### src/utr_pkg.sv
`default_nettype none
package utr_pkg;
  // Register bus shape
  localparam int ADDR_W = 8;
  localparam int DATA_W = 32;

  // Register byte offsets
  localparam logic [7:0] OFF_DATA = 8'h00;
  localparam logic [7:0] OFF_STAT = 8'h04;
  localparam logic [7:0] OFF_CTRL = 8'h08;
  localparam logic [7:0] OFF_FMT  = 8'h0C;
  localparam logic [7:0] OFF_DIV  = 8'h10;

  // Control register bits
  localparam int CTRL_EN_BIT  = 0;
  localparam int CTRL_BRK_BIT = 1;
  localparam int CTRL_SRC_BIT = 2;
  localparam int CTRL_IR_BIT  = 3;

  // Status register bits
  localparam int ST_BUSY_BIT    = 0;
  localparam int ST_RXAVAIL_BIT = 1;
  localparam int ST_TXFULL_BIT  = 2;
  localparam int ST_TXEMPTY_BIT = 3;
  localparam int ST_RXFULL_BIT  = 4;
  localparam int ST_EN_BIT      = 5;

  // Frame format fields
  localparam int FMT_LEN_LSB  = 0;
  localparam int FMT_STOP_BIT = 2;
  localparam int FMT_PAR_LSB  = 3;
  localparam int FMT_W        = 6;

  // Word length codes
  localparam logic [1:0] WLEN_FIVE  = 2'h0;
  localparam logic [1:0] WLEN_SIX   = 2'h1;
  localparam logic [1:0] WLEN_SEVEN = 2'h2;
  localparam logic [1:0] WLEN_EIGHT = 2'h3;
  localparam logic [2:0] LEN_BASE_IDX = 3'h4;

  // Parity mode codes
  localparam logic [2:0] PAR_OFF  = 3'h0;
  localparam logic [2:0] PAR_EVEN = 3'h1;
  localparam logic [2:0] PAR_ODD  = 3'h2;
  localparam logic [2:0] PAR_HIGH = 3'h3;
  localparam logic [2:0] PAR_LOW  = 3'h4;

  // Baud source codes
  localparam logic SRC_SYS = 1'b0;
  localparam logic SRC_OSC = 1'b1;

  // Reset values, and the divisor value that stops the baud tick
  localparam logic [5:0]  FMT_RST = 6'h03;
  localparam logic [15:0] DIV_RST = 16'h0000;
  localparam logic [15:0] DIV_OFF = 16'h0000;

  // Clock figures and sixteen-fold oversampling
  localparam int CLK_HZ = 10000000;
  localparam int OSC_HZ = 16000000;
  localparam int OVERSAMPLE = 16;
  localparam logic [3:0] TICK_LAST = 4'(OVERSAMPLE - 1);
  localparam logic [3:0] TICK_MID  = 4'(OVERSAMPLE / 2 - 1);

  typedef enum logic [2:0] {
    TX_IDLE, TX_START, TX_DATA, TX_PAR, TX_STOP
  } utr_tx_state_t;

  typedef enum logic [2:0] {
    RX_IDLE, RX_START, RX_DATA, RX_PAR, RX_STOP
  } utr_rx_state_t;
endpackage
`default_nettype wire

### src/utr_fifo.sv
`default_nettype none
module utr_fifo #(
  parameter int WIDTH = 8,
  parameter int DEPTH = 16
) (
  input  wire logic             clk,
  input  wire logic             rst_n,
  input  wire logic             flush,
  input  wire logic             push,
  input  wire logic [WIDTH-1:0] din,
  input  wire logic             pop,
  output logic      [WIDTH-1:0] dout,
  output logic                  empty,
  output logic                  full
);
  localparam int AW = $clog2(DEPTH);

  // Pointer wrap relies on a power-of-two depth
  if (DEPTH < 2 || (DEPTH & (DEPTH - 1)) != 0) begin : g_chk
    $error("utr_fifo: DEPTH must be a power of two, at least 2");
  end

  logic [WIDTH-1:0] mem [DEPTH];
  logic [AW-1:0]    wr_ptr_reg;
  logic [AW-1:0]    rd_ptr_reg;
  logic [AW:0]      count_reg;
  logic             do_push;
  logic             do_pop;

  // Overflowing pushes and empty pops are dropped here
  assign do_push = push && !full && !flush;
  assign do_pop  = pop && !empty && !flush;
  assign empty   = (count_reg == '0);
  assign full    = (count_reg == (AW+1)'(DEPTH));
  assign dout    = mem[rd_ptr_reg];

  // Storage has no reset; only pointers define content
  always_ff @(posedge clk) begin
    if (do_push) begin
      mem[wr_ptr_reg] <= din;
    end
  end

  // Pointers and fill level; flush empties at once
  always_ff @(posedge clk or negedge rst_n) begin
    if (!rst_n) begin
      wr_ptr_reg <= '0;
      rd_ptr_reg <= '0;
      count_reg  <= '0;
    end else if (flush) begin
      wr_ptr_reg <= '0;
      rd_ptr_reg <= '0;
      count_reg  <= '0;
    end else begin
      if (do_push) begin
        wr_ptr_reg <= wr_ptr_reg + 1'b1;
      end
      if (do_pop) begin
        rd_ptr_reg <= rd_ptr_reg + 1'b1;
      end
      count_reg <= count_reg + (AW+1)'(do_push) - (AW+1)'(do_pop);
    end
  end
endmodule
`default_nettype wire

### src/utr_core.sv
`default_nettype none
module utr_core #(
  parameter int TX_DEPTH = 16,
  parameter int RX_DEPTH = 16
) (
  input  wire logic                        CLK_SYS,
  input  wire logic                        RST_N,
  input  wire logic [utr_pkg::ADDR_W-1:0]  ADDR,
  input  wire logic [utr_pkg::DATA_W-1:0]  WDATA,
  input  wire logic                        WR,
  input  wire logic                        RD,
  output logic      [utr_pkg::DATA_W-1:0]  RDATA,
  input  wire logic                        OSC_CLK,
  input  wire logic                        RXD,
  output logic                             TXD,
  output logic                             SERIAL_INFRARED_MODE
);
  logic                    en_reg;
  logic                    brk_reg;
  logic                    src_reg;
  logic                    ir_reg;
  logic [5:0]              fmt_reg;
  logic [15:0]             div_reg;
  logic [15:0]             div_cnt_reg;
  logic                    tick_reg;
  logic                    osc_meta_reg;
  logic                    osc_sync_reg;
  logic                    osc_prev_reg;
  logic                    rx_meta_reg;
  logic                    rx_sync_reg;
  logic                    busy_reg;
  utr_pkg::utr_tx_state_t  tx_state;
  utr_pkg::utr_rx_state_t  rx_state;
  logic [7:0]              tx_shift_reg;
  logic                    tx_par_reg;
  logic [3:0]              tx_cnt_reg;
  logic [2:0]              tx_bit_reg;
  logic                    tx_stop2_reg;
  logic [3:0]              rx_cnt_reg;
  logic [2:0]              rx_bit_reg;
  logic [7:0]              rx_shift_reg;
  logic                    rx_push_reg;
  logic                    tx_line;
  logic                    tx_go;
  logic                    src_tick;
  logic                    tx_bit_end;
  logic                    rx_sample;
  logic [2:0]              last_idx;
  logic [1:0]              len_code;
  logic [2:0]              par_mode;
  logic [7:0]              tx_dout;
  logic [7:0]              rx_dout;
  logic                    tx_empty;
  logic                    tx_full;
  logic                    rx_empty;
  logic                    rx_full;
  logic                    wr_data;
  logic                    rd_data;
  logic                    wr_ctrl;

  // Keeps only the bits that the chosen word length sends
  function automatic logic [7:0] len_mask(input logic [7:0] d,
                                          input logic [1:0] code);
    len_mask = d & (8'hFF >> (2'h3 - code));
  endfunction

  // Parity bit for a masked character
  function automatic logic par_bit(input logic [7:0] d,
                                   input logic [2:0] mode);
    unique case (mode)
      utr_pkg::PAR_EVEN: par_bit = ^d;
      utr_pkg::PAR_ODD:  par_bit = ~^d;
      utr_pkg::PAR_HIGH: par_bit = 1'b1;
      default:           par_bit = 1'b0;
    endcase
  endfunction

  // Register port decode
  assign wr_data  = WR && (ADDR == utr_pkg::OFF_DATA);
  assign rd_data  = RD && (ADDR == utr_pkg::OFF_DATA);
  assign wr_ctrl  = WR && (ADDR == utr_pkg::OFF_CTRL);
  assign len_code = fmt_reg[utr_pkg::FMT_LEN_LSB +: 2];
  assign par_mode = fmt_reg[utr_pkg::FMT_PAR_LSB +: 3];
  assign last_idx = utr_pkg::LEN_BASE_IDX + {1'b0, len_code};

  // Control bits; infrared select is frozen while enabled
  always_ff @(posedge CLK_SYS or negedge RST_N) begin
    if (!RST_N) begin
      en_reg  <= 1'b0;
      brk_reg <= 1'b0;
      src_reg <= utr_pkg::SRC_SYS;
      ir_reg  <= 1'b0;
    end else if (wr_ctrl) begin
      en_reg  <= WDATA[utr_pkg::CTRL_EN_BIT];
      brk_reg <= WDATA[utr_pkg::CTRL_BRK_BIT];
      src_reg <= WDATA[utr_pkg::CTRL_SRC_BIT];
      if (!en_reg) begin
        ir_reg <= WDATA[utr_pkg::CTRL_IR_BIT];
      end
    end
  end

  // Frame format and divisor; both read back unchanged
  always_ff @(posedge CLK_SYS or negedge RST_N) begin
    if (!RST_N) begin
      fmt_reg <= utr_pkg::FMT_RST;
      div_reg <= utr_pkg::DIV_RST;
    end else if (WR && ADDR == utr_pkg::OFF_FMT) begin
      fmt_reg <= WDATA[utr_pkg::FMT_W-1:0];
    end else if (WR && ADDR == utr_pkg::OFF_DIV) begin
      div_reg <= WDATA[15:0];
    end
  end

  // Oscillator pin crosses two flops before its edge is seen
  always_ff @(posedge CLK_SYS or negedge RST_N) begin
    if (!RST_N) begin
      osc_meta_reg <= 1'b0;
      osc_sync_reg <= 1'b0;
      osc_prev_reg <= 1'b0;
    end else begin
      osc_meta_reg <= OSC_CLK;
      osc_sync_reg <= osc_meta_reg;
      osc_prev_reg <= osc_sync_reg;
    end
  end

  // Source edge: every cycle, or each rising oscillator edge
  assign src_tick = (src_reg == utr_pkg::SRC_OSC) ?
                    (osc_sync_reg && !osc_prev_reg) : 1'b1;

  // Divider gives the x16 tick; zero divisor stops it (DC)
  // Restarting on a source write avoids a stretched first period
  always_ff @(posedge CLK_SYS or negedge RST_N) begin
    if (!RST_N) begin
      div_cnt_reg <= 16'h0000;
      tick_reg    <= 1'b0;
    end else if (div_reg == utr_pkg::DIV_OFF || wr_ctrl) begin
      div_cnt_reg <= 16'h0000;
      tick_reg    <= 1'b0;
    end else if (src_tick && div_cnt_reg == div_reg - 16'h0001) begin
      div_cnt_reg <= 16'h0000;
      tick_reg    <= 1'b1;
    end else begin
      div_cnt_reg <= div_cnt_reg + 16'(src_tick);
      tick_reg    <= 1'b0;
    end
  end

  // Transmit FIFO; held flushed while the port is disabled
  utr_fifo #(
    .WIDTH (8),
    .DEPTH (TX_DEPTH)
  ) u_tx_fifo (
    .clk   (CLK_SYS),
    .rst_n (RST_N),
    .flush (!en_reg),
    .push  (wr_data),
    .din   (WDATA[7:0]),
    .pop   (tx_go),
    .dout  (tx_dout),
    .empty (tx_empty),
    .full  (tx_full)
  );

  // No new character starts once disabled; the current one ends
  assign tx_go      = (tx_state == utr_pkg::TX_IDLE) && en_reg &&
                      !tx_empty;
  assign tx_bit_end = tick_reg && (tx_cnt_reg == utr_pkg::TICK_LAST);

  // Transmit sequencer, sixteen ticks to a bit
  always_ff @(posedge CLK_SYS or negedge RST_N) begin
    if (!RST_N) begin
      tx_state     <= utr_pkg::TX_IDLE;
      tx_shift_reg <= 8'h00;
      tx_par_reg   <= 1'b0;
      tx_cnt_reg   <= 4'h0;
      tx_bit_reg   <= 3'h0;
      tx_stop2_reg <= 1'b0;
    end else begin
      if (tx_state != utr_pkg::TX_IDLE && tick_reg) begin
        tx_cnt_reg <= tx_cnt_reg + 4'h1;
      end
      unique case (tx_state)
        utr_pkg::TX_IDLE: begin
          if (tx_go) begin
            tx_state     <= utr_pkg::TX_START;
            tx_shift_reg <= len_mask(tx_dout, len_code);
            tx_par_reg   <= par_bit(len_mask(tx_dout, len_code),
                                    par_mode);
            tx_cnt_reg   <= 4'h0;
            tx_bit_reg   <= 3'h0;
          end
        end
        utr_pkg::TX_START: begin
          if (tx_bit_end) begin
            tx_state <= utr_pkg::TX_DATA;
          end
        end
        utr_pkg::TX_DATA: begin
          if (tx_bit_end) begin
            tx_shift_reg <= tx_shift_reg >> 1;
            tx_bit_reg   <= tx_bit_reg + 3'h1;
            tx_stop2_reg <= fmt_reg[utr_pkg::FMT_STOP_BIT];
            if (tx_bit_reg == last_idx) begin
              tx_state <= (par_mode == utr_pkg::PAR_OFF) ?
                          utr_pkg::TX_STOP : utr_pkg::TX_PAR;
            end
          end
        end
        utr_pkg::TX_PAR: begin
          if (tx_bit_end) begin
            tx_state <= utr_pkg::TX_STOP;
          end
        end
        utr_pkg::TX_STOP: begin
          if (tx_bit_end) begin
            tx_stop2_reg <= 1'b0;
            if (!tx_stop2_reg) begin
              tx_state <= utr_pkg::TX_IDLE;
            end
          end
        end
      endcase
    end
  end

  // Line level for each phase of the frame
  always_comb begin
    unique case (tx_state)
      utr_pkg::TX_START: tx_line = 1'b0;
      utr_pkg::TX_DATA:  tx_line = tx_shift_reg[0];
      utr_pkg::TX_PAR:   tx_line = tx_par_reg;
      default:           tx_line = 1'b1;
    endcase
  end

  // Output flops; break overrides the line level on TXD, busy tracks queued and sending frames
  always_ff @(posedge CLK_SYS or negedge RST_N) begin
    if (!RST_N) begin
      TXD      <= 1'b1;
      busy_reg <= 1'b0;
      SERIAL_INFRARED_MODE <= 1'b0;
    end else begin
      TXD      <= brk_reg ? 1'b0 : tx_line;
      busy_reg <= !tx_empty || (tx_state != utr_pkg::TX_IDLE);
      SERIAL_INFRARED_MODE <= ir_reg;
    end
  end

  // Receive pin synchroniser; only the second flop is used
  always_ff @(posedge CLK_SYS or negedge RST_N) begin
    if (!RST_N) begin
      rx_meta_reg <= 1'b1;
      rx_sync_reg <= 1'b1;
    end else begin
      rx_meta_reg <= RXD;
      rx_sync_reg <= rx_meta_reg;
    end
  end

  assign rx_sample = tick_reg && (rx_cnt_reg == utr_pkg::TICK_LAST);

  // Receive sequencer; a glitch shorter than half a bit is rejected
  always_ff @(posedge CLK_SYS or negedge RST_N) begin
    if (!RST_N) begin
      rx_state     <= utr_pkg::RX_IDLE;
      rx_cnt_reg   <= 4'h0;
      rx_bit_reg   <= 3'h0;
      rx_shift_reg <= 8'h00;
      rx_push_reg  <= 1'b0;
    end else if (!en_reg) begin
      rx_state    <= utr_pkg::RX_IDLE;
      rx_push_reg <= 1'b0;
    end else begin
      rx_push_reg <= 1'b0;
      if (rx_state != utr_pkg::RX_IDLE && tick_reg) begin
        rx_cnt_reg <= rx_cnt_reg + 4'h1;
      end
      unique case (rx_state)
        utr_pkg::RX_IDLE: begin
          if (!rx_sync_reg) begin
            rx_state   <= utr_pkg::RX_START;
            rx_cnt_reg <= 4'h0;
          end
        end
        utr_pkg::RX_START: begin
          if (tick_reg && rx_cnt_reg == utr_pkg::TICK_MID) begin
            rx_cnt_reg   <= 4'h0;
            rx_bit_reg   <= 3'h0;
            rx_shift_reg <= 8'h00;
            rx_state     <= rx_sync_reg ? utr_pkg::RX_IDLE :
                            utr_pkg::RX_DATA;
          end
        end
        utr_pkg::RX_DATA: begin
          if (rx_sample) begin
            rx_shift_reg[rx_bit_reg] <= rx_sync_reg;
            rx_bit_reg <= rx_bit_reg + 3'h1;
            if (rx_bit_reg == last_idx) begin
              rx_state <= (par_mode == utr_pkg::PAR_OFF) ?
                          utr_pkg::RX_STOP : utr_pkg::RX_PAR;
            end
          end
        end
        utr_pkg::RX_PAR: begin
          if (rx_sample) begin
            rx_state <= utr_pkg::RX_STOP;
          end
        end
        utr_pkg::RX_STOP: begin
          if (rx_sample) begin
            rx_state    <= utr_pkg::RX_IDLE;
            rx_push_reg <= rx_sync_reg; // A low stop bit is discarded
          end
        end
      endcase
    end
  end

  // Receive FIFO; a character arriving when full is lost
  utr_fifo #(
    .WIDTH (8),
    .DEPTH (RX_DEPTH)
  ) u_rx_fifo (
    .clk   (CLK_SYS),
    .rst_n (RST_N),
    .flush (1'b0),
    .push  (rx_push_reg),
    .din   (rx_shift_reg),
    .pop   (rd_data),
    .dout  (rx_dout),
    .empty (rx_empty),
    .full  (rx_full)
  );

  // Read data stands only in the cycle after the strobe
  always_ff @(posedge CLK_SYS or negedge RST_N) begin
    if (!RST_N) begin
      RDATA <= '0;
    end else begin
      RDATA <= '0;
      if (RD) begin
        unique case (ADDR)
          utr_pkg::OFF_DATA: RDATA[7:0] <= rx_empty ? 8'h00 : rx_dout;
          utr_pkg::OFF_STAT: begin
            RDATA[utr_pkg::ST_BUSY_BIT]    <= busy_reg;
            RDATA[utr_pkg::ST_RXAVAIL_BIT] <= !rx_empty;
            RDATA[utr_pkg::ST_TXFULL_BIT]  <= tx_full;
            RDATA[utr_pkg::ST_TXEMPTY_BIT] <= tx_empty;
            RDATA[utr_pkg::ST_RXFULL_BIT]  <= rx_full;
            RDATA[utr_pkg::ST_EN_BIT]      <= en_reg;
          end
          utr_pkg::OFF_CTRL: begin
            RDATA[utr_pkg::CTRL_EN_BIT]  <= en_reg;
            RDATA[utr_pkg::CTRL_BRK_BIT] <= brk_reg;
            RDATA[utr_pkg::CTRL_SRC_BIT] <= src_reg;
            RDATA[utr_pkg::CTRL_IR_BIT]  <= ir_reg;
          end
          utr_pkg::OFF_FMT: RDATA[utr_pkg::FMT_W-1:0] <= fmt_reg;
          utr_pkg::OFF_DIV: RDATA[15:0] <= div_reg;
          default: RDATA <= '0;
        endcase
      end
    end
  end
endmodule
`default_nettype wire

### config.mk
export PLATFORM = sky130hd
export DESIGN_NAME = utr_core
export DESIGN_NICKNAME = d
export VERILOG_FILES = /design/src/utr_pkg.sv /design/src/utr_fifo.sv /design/src/utr_core.sv
export SDC_FILE = /design/constraint.sdc
export NUM_CORES = 1
export LEC_CHECK = 0
export ABC_AREA = 1
export ABC_CLOCK_PERIOD_IN_PS = 4800
export BUFFER_PORTS_ARGS = -buffer_cell sky130_fd_sc_hd__buf_2
export CORE_MARGIN = 3
export CORE_UTILIZATION = 55
export DETAILED_ROUTE_END_ITERATION = 8
export PLACE_DENSITY = 0.72
export SYNTH_ARGS = -nofsm -noshare
export SYNTH_HDL_FRONTEND = slang
export SYNTH_SLANG_ARGS = --single-unit
### constraint.sdc
create_clock -name CLK_SYS -period 4.8 [get_ports CLK_SYS]
set_input_delay 0.72 -clock CLK_SYS [delete_from_list [all_inputs] [get_ports CLK_SYS]]
set_output_delay 0.72 -clock CLK_SYS [all_outputs]
set_load 0.02 [all_outputs]
* After elaboration in Yosys (flattened, before gate mapping) *
Memories as Yosys holds them, arrays and structs flattened.
Cells that the tools add are included.

cells by class
  $add $sub $neg = 16
  multipliers = 0
  divide/modulo/power cells = 0
  $lt $le $gt $ge = 2
  eq/ne operators = 40
  shifts and indexed selects = 1
  muxes and demuxes = 69
  bitwise operators = 3
  reductions and logical operators = 50

operator list
  cell                                                                   count
  3-bit 2-to-1 mux                                                       19
  16-bit 2-to-1 mux                                                      3
  8-bit 2-to-1 mux                                                       6
  4-bit 2-to-1 mux                                                       10
  8-bit one-hot mux with 2 select lines                                  2
  3-bit one-hot mux with 5 select lines                                  2
  4-bit by 1-bit adder with 4-bit output (second input constant)         6
  1-bit logical AND                                                      21
  4-bit one-hot mux with 5 select lines                                  1
  3-bit by 2-bit == test with 1-bit output (second input constant)       6
  3-bit != test (second input constant)                                  6
  16-bit by 1-bit adder with 16-bit output                               1
  16-bit == test                                                         1
  8-bit by 4-bit == test with 1-bit output (second input constant)       2
  16-bit zero test                                                       1
  2-bit != test (second input constant)                                  8
  16-bit by 1-bit subtractor with 16-bit output (second input constant)  1
  1-bit 2-to-1 mux                                                       14
  3-bit one-hot mux with 2 select lines                                  2
  5-bit by 1-bit adder with 5-bit output                                 2
  5-bit == test (second input constant)                                  2
  5-bit zero test                                                        2
  5-bit by 1-bit subtractor with 5-bit output                            2
  3-bit by 1-bit == test with 1-bit output (second input constant)       3
  37 further kinds                                                       58

word-level totals
  register bits = 132
  latch bits = 0
  bits in writable memories = 256
  ROM bits = 0
  bits of input ports = 46
  output and inout port bits = 34
  word-level logic and storage cells = 217
  memories = 2

memories
  memory         depth  width  read ports  clocked after memory_dff  wr ports  line            text
  u_rx_fifo.mem  16     8      1           0                         1         utr_fifo.sv:23  logic [WIDTH-1:0] mem [DEPTH];
  u_tx_fifo.mem  16     8      1           0                         1         utr_fifo.sv:23

* Depth between registers and ports, before layout *
  depth after elaboration = 7
  gate-level depth with buffers = 19
  depth with buffers taken out = 17

* Cells and area by module *
From an unflattened synthesis, not the netlist that was laid out.

unflattened totals
  cell total of the unflattened synthesis = 2011
  area, all modules = 18577.8 µm²

by module, submodules not included
  module                instances  cells an instance  area each (µm²)  sequential area each (µm²)
  utr_fifo (u_tx_fifo)  1          638                6397.4           4169.0
  utr_fifo (u_rx_fifo)  1          641                6391.1           4169.0
  utr_core              1          732                5789.3           2658.8

* Worst setup path after synthesis *
OpenSTA, ideal clock, no wires.

  kind = input -> register
  start = input ADDR[5] in the netlist's numbering
  end = register u_rx_fifo.count_reg[4]
  library setup time = 0.079 ns
  data arrival time = 2.949 ns
  required time = 4.721 ns
  slack = 1.772 ns
  cell stages on the path = 15
  buffers on the path = 0
  cell sequence = or3_4 nor2_4 inv_2 nor2_2 inv_1 nor2_4 inv_2 nor2_8 ha_1 inv_1 ha_1 inv_1 fa_1 o21ai_0 xor2_1

on the way
  cells in the longest elaborated chain, start to end = 4

ends and longest elaborated chain
  element                                      line            text
  start, declared                              utr_core.sv:8   input wire logic [utr_pkg::ADDR_W-1:0] ADDR,
  8-bit zero test                              utr_core.sv:80  assign rd_data = RD && (ADDR == utr_pkg::OFF_DATA);
  1-bit logical AND                            utr_core.sv:80
  1-bit logical AND                            utr_fifo.sv:32  assign do_pop = pop && !empty && !flush;
  via u_rx_fifo.do_pop                         utr_fifo.sv:28  logic do_pop;
  5-bit by 1-bit subtractor with 5-bit output  utr_fifo.sv:61  count_reg <= count_reg + (AW+1)'(do_push) - (AW+1)'(do_pop);
  end signal, assigned                         utr_fifo.sv:61
  end, declared                                utr_fifo.sv:26  logic [AW:0] count_reg;

The timed path passes the listed nets, and every way through them passes these cells.
A chain may end at the register's enable or synchronous reset.

* Worst setup path after layout *
  start = register en_reg
  end = register u_tx_fifo.count_reg[4]

on the way
  cells in the longest elaborated chain, start to end = 6
  elaborated cells on any way between the ends = 8
  those cells by class = 2 x add/sub; 1 x mux; 5 x reduce/logical

ends and longest elaborated chain
  element                                                                                         line            text
  start, declared                                                                                 utr_core.sv:18  logic en_reg;
  start signal, assigned                                                                          utr_core.sv:94  en_reg <= WDATA[utr_pkg::CTRL_EN_BIT];
  parallel branches: the longest is 5 deep, another holds 5-bit by 1-bit adder with 5-bit output  -
  5-bit 2-to-1 mux *                                                                              utr_fifo.sv:50  end else if (flush) begin
  end signal, assigned                                                                            utr_fifo.sv:61
  end, declared                                                                                   utr_fifo.sv:26

Every way passes the cells marked *.

==> summary.md <==
| Metric | Value |
|---|---|
| Status | completed |
| Reg-to-Reg Start | en_reg |
| Unrepaired setup endpoints after global routing | no |
| Critical path buffers and inverters | 3 |
| Die Area | 34,270 sq um |
| Final Setup Violations | 0 |
| Cells along the critical path | inv_2 -> nor3_4 -> ha_1 -> inv_1 -> ha_1 -> fa_1 -> nand2_1 -> inv_1 -> nor2_1 -> nor2_1 -> nor2_1 -> xor2_1 -> nor2_1 |
| Setup TNS | 0 ns |
| Clk pwr share | 0.414 |
| Met2 routed WL | 19,850 um |
| Max Slew Vio Count | 0 |
| Post-synth top flop | edfxtp_1 |
| Clock Tree Buf Depth | 3 |
| P_sw | 1.785 mW |
| Top cells by area, synth | edfxtp_1 (44%), dfrtp_1 (18%), nand2_1 (7.6%) |
| Highest clock rate | 334.8 MHz |
| Period Utilization, post-route | 0.6222 |
| Flop-to-flop setup slack | 1.81 ns |
| Post-cts sizing count | 0 |
| Final non-filler cell area | 19,410 sq um |
| First-pass GRT wire length | 62,070 um |
| DR vias/cell | 5.583 |
| Worst setup EP type | flop |
| Final hold violations | 0 |
| Worst-path clk slew | 0.06 ns |
| Register area share after synthesis | 0.6231 |
| Die height | 185.1 um |
| Highest routed metal layer | met4 |
| Hold_buf cts | 0 |
| Register area | 11,000 sq um |
| Gpl congestion | 0.8699 |
| Logic pwr share | 0.087 |
| Clock root buffer | clkbuf_16 |
| Initial antenna violation count | 0 |
| Worst R2R Path Depth | 13 |
| Critical path type | flop to flop |
| Syn Std Cell Area | 17,650 sq um |
| DR iter-0 viols | 1,128 |
| Synth Register Bits | 388 |
| CTS sink cnt | 388 |
| Yosys top cell by area | edfxtp_1 |
| I/O pin total | 80 |
| WP data arrival | 3.39 ns |
| Final ANT Viol Nets | 0 |
| Number of global-route vias before repair | 11,720 |
| Max_cap viols | 0 |
| Post-synth top cells | nand2_1 (358), edfxtp_1 (256), nor2_1 (205) |
| Cell variety after synth | 60 |
| Initial Utilization | 0.5680 |
| Cell Rows | 64 |
| Ys Warns | 0 |
| P&R area growth vs syn | 9.997% |
| Overall Global Routing Usage | 0.2330 |
| Postcts setup bufs | 0 |
| Layout Nets | 1,813 |
| Die Width | 185.1 um |
| Leakage | 7.725 nW |
| Worst path max stage delay | 0.68 ns |
| Cell with the most instances after synthesis | nand2_1 |
| Critical path required time | 5.20 ns |
| Port bufs | 47 |
| Worst setup margin | 1.813 ns |
| DR pass1 iterations | 5 |
| DR vias | 12,080 |
| Drt wl/cell | 18.29 um |
| PwrDens | 385.0 nW/um^2 |
| Critical Path Start Type | flop |
| Number of synthesized flops with an enable pin | 256 |
| Final wirelength | 39,570 um |
| Largest registers | u_rx_fifo.mem x128, u_tx_fifo.mem x128 |
| Share of layout cells above drive strength 1 | 0.1046 |
| Clk_skew | 0.02636 ns |
| Syn Inst Count | 1,699 |
| Setup crit start | en_reg |
| Yosys top cell area share | 0.4356 |
| R2R Path End | u_tx_fifo.count_reg[4] |
| Sequential share of power | 0.499 |
| Largest delay share family, worst path | adder cells |
| Area of the multi-input gates | 5664 sq um |
| Slew headroom | 0.3440 |
| CTS buffer count | 40 |
| Wire length on met3 | 2340 um |
| Post-synth ARST share | 0.3402 |
| Number of fill cells | 2,414 |
| Core area | 31,070 sq um |
| Sw Share | 0.2388 |
| HPWL Detailed | 26,110 um |
| DP Area | 18,070 sq um |
| Syn avg cell area | 10.39 sq um |
| Pre-CTS worst setup slack | 1.300 ns |
| Hold Crit Class | input pin to async pin |
| Internal Power | 5.689 mW |
| Critical Path Most Common Cell | nor2_1 |
| Met1 wire length | 16,360 um |
| Worst-Margin Slew | 0.9803 ns |
| Worst VDD drop | 0.4130 mV |
| Final period demand of the worst path | 2.987 ns |
| Slowest stage cell, crit path | dfrtp_1 |
| Grt ovf | 0 |
| # diodes | 0 |
| Pin count of the biggest net entering global routing | 95 |
| CP max FO | 15 |
| DRC | 0 |
| Clk_lat worst skew | 0.53 ns |
| H-tree levels | 2 |
| CTS tree | yes |
[through the flow]
step / std cells / total power, mW / util / hold WS (ns)
after floorplan: 1714 / 4.253 / - / 0.3312
after global placement: 2090 / 4.414 / 0.5816 / 0.3364
after detailed placement: 2090 / 4.448 / 0.5816 / 0.3419
after CTS: 2164 / 7.521 / 0.6248 / 0.2824
after global routing: 2164 / 7.760 / 0.6248 / 0.2752
final: 2164 / 7.474 / 0.6248 / 0.2804
[power groups by stage]
stage          sequential (mW)  clock [mW]  combinational (mW)
2_1_floorplan             3.77           0               0.480
3_3_place_gp              3.79           0               0.619
3_5_place_dp              3.80           0               0.649
4_1_cts                   3.73        3.14               0.650
5_1_grt                   3.74        3.28               0.732
6_report                  3.73        3.09               0.649
[kinds of logic (layout without fill, tap and decap cells)]
kind of cell / after synthesis / count (layout) / share of synthesized area
compound gates: 234 / 234 / 0.07650
simple gates: 741 / 741 / 0.1846
flops: 388 / 388 / 0.6231
other cells: 1 / 16 / 0.0002125
fa+ha+maj: 31 / 31 / 0.02283
buf+inv: 238 / 292 / 0.05913
mux: 4 / 4 / 0.002410
xor+xnor: 62 / 62 / 0.03119
[worst register-to-register path: cells and delay by family (launching register included)]
kind,cells,cell delay (ns)
fa+ha+maj,3,0.84
simple gates,6,0.82
flops,1,0.68
buf+inv,3,0.34
xor+xnor,1,0.18
[cell type report]
type	count	area share
inverters	165	0.03229
multi-input cells	1088	0.2918
clock buffers	58	0.06258
clock inverters	16	0.006510
repair buffers	53	0.01476
well taps	396	0.02552
flip-flops and latches	388	0.5665
[how the worst max path moves through the flow]
stage | to | cells after the start
2_1_floorplan | u_rx_fifo.count_reg[4] | 15
3_3_place_gp | u_rx_fifo.count_reg[4] | 16
3_5_place_dp | u_rx_fifo.count_reg[4] | 17
4_1_cts | u_tx_fifo.count_reg[4] | 13
5_1_grt | u_tx_fifo.count_reg[4] | 13
6_report | u_tx_fifo.count_reg[4] | 13
[placed cells by master, fill, tap and decap left out, types with 21 or more instances in the layout]
cell       instances
o21ai_0           91
nand2_1          358
nand3_1           99
o22ai_1           22
nor2_1           205
edfxtp_1         256
buf_2             46
xor2_1            47
inv_1            145
dfrtp_1          126
ha_1              29
a21oi_1           70
clkbuf_16         45
o221ai_1          21
[routing by layer]
| metal | global-route usage | vias up |
|---|---|---|
| li1 | - | 5773 |
| met1 | 0.3088 | 5839 |
| met2 | 0.4017 | 396 |
| met3 | 0.03830 | 74 |
| met4 | 0.06453 | 0 |
| met5 | 0 | - |
No activity file was read; power rests on OpenSTA's default activity.
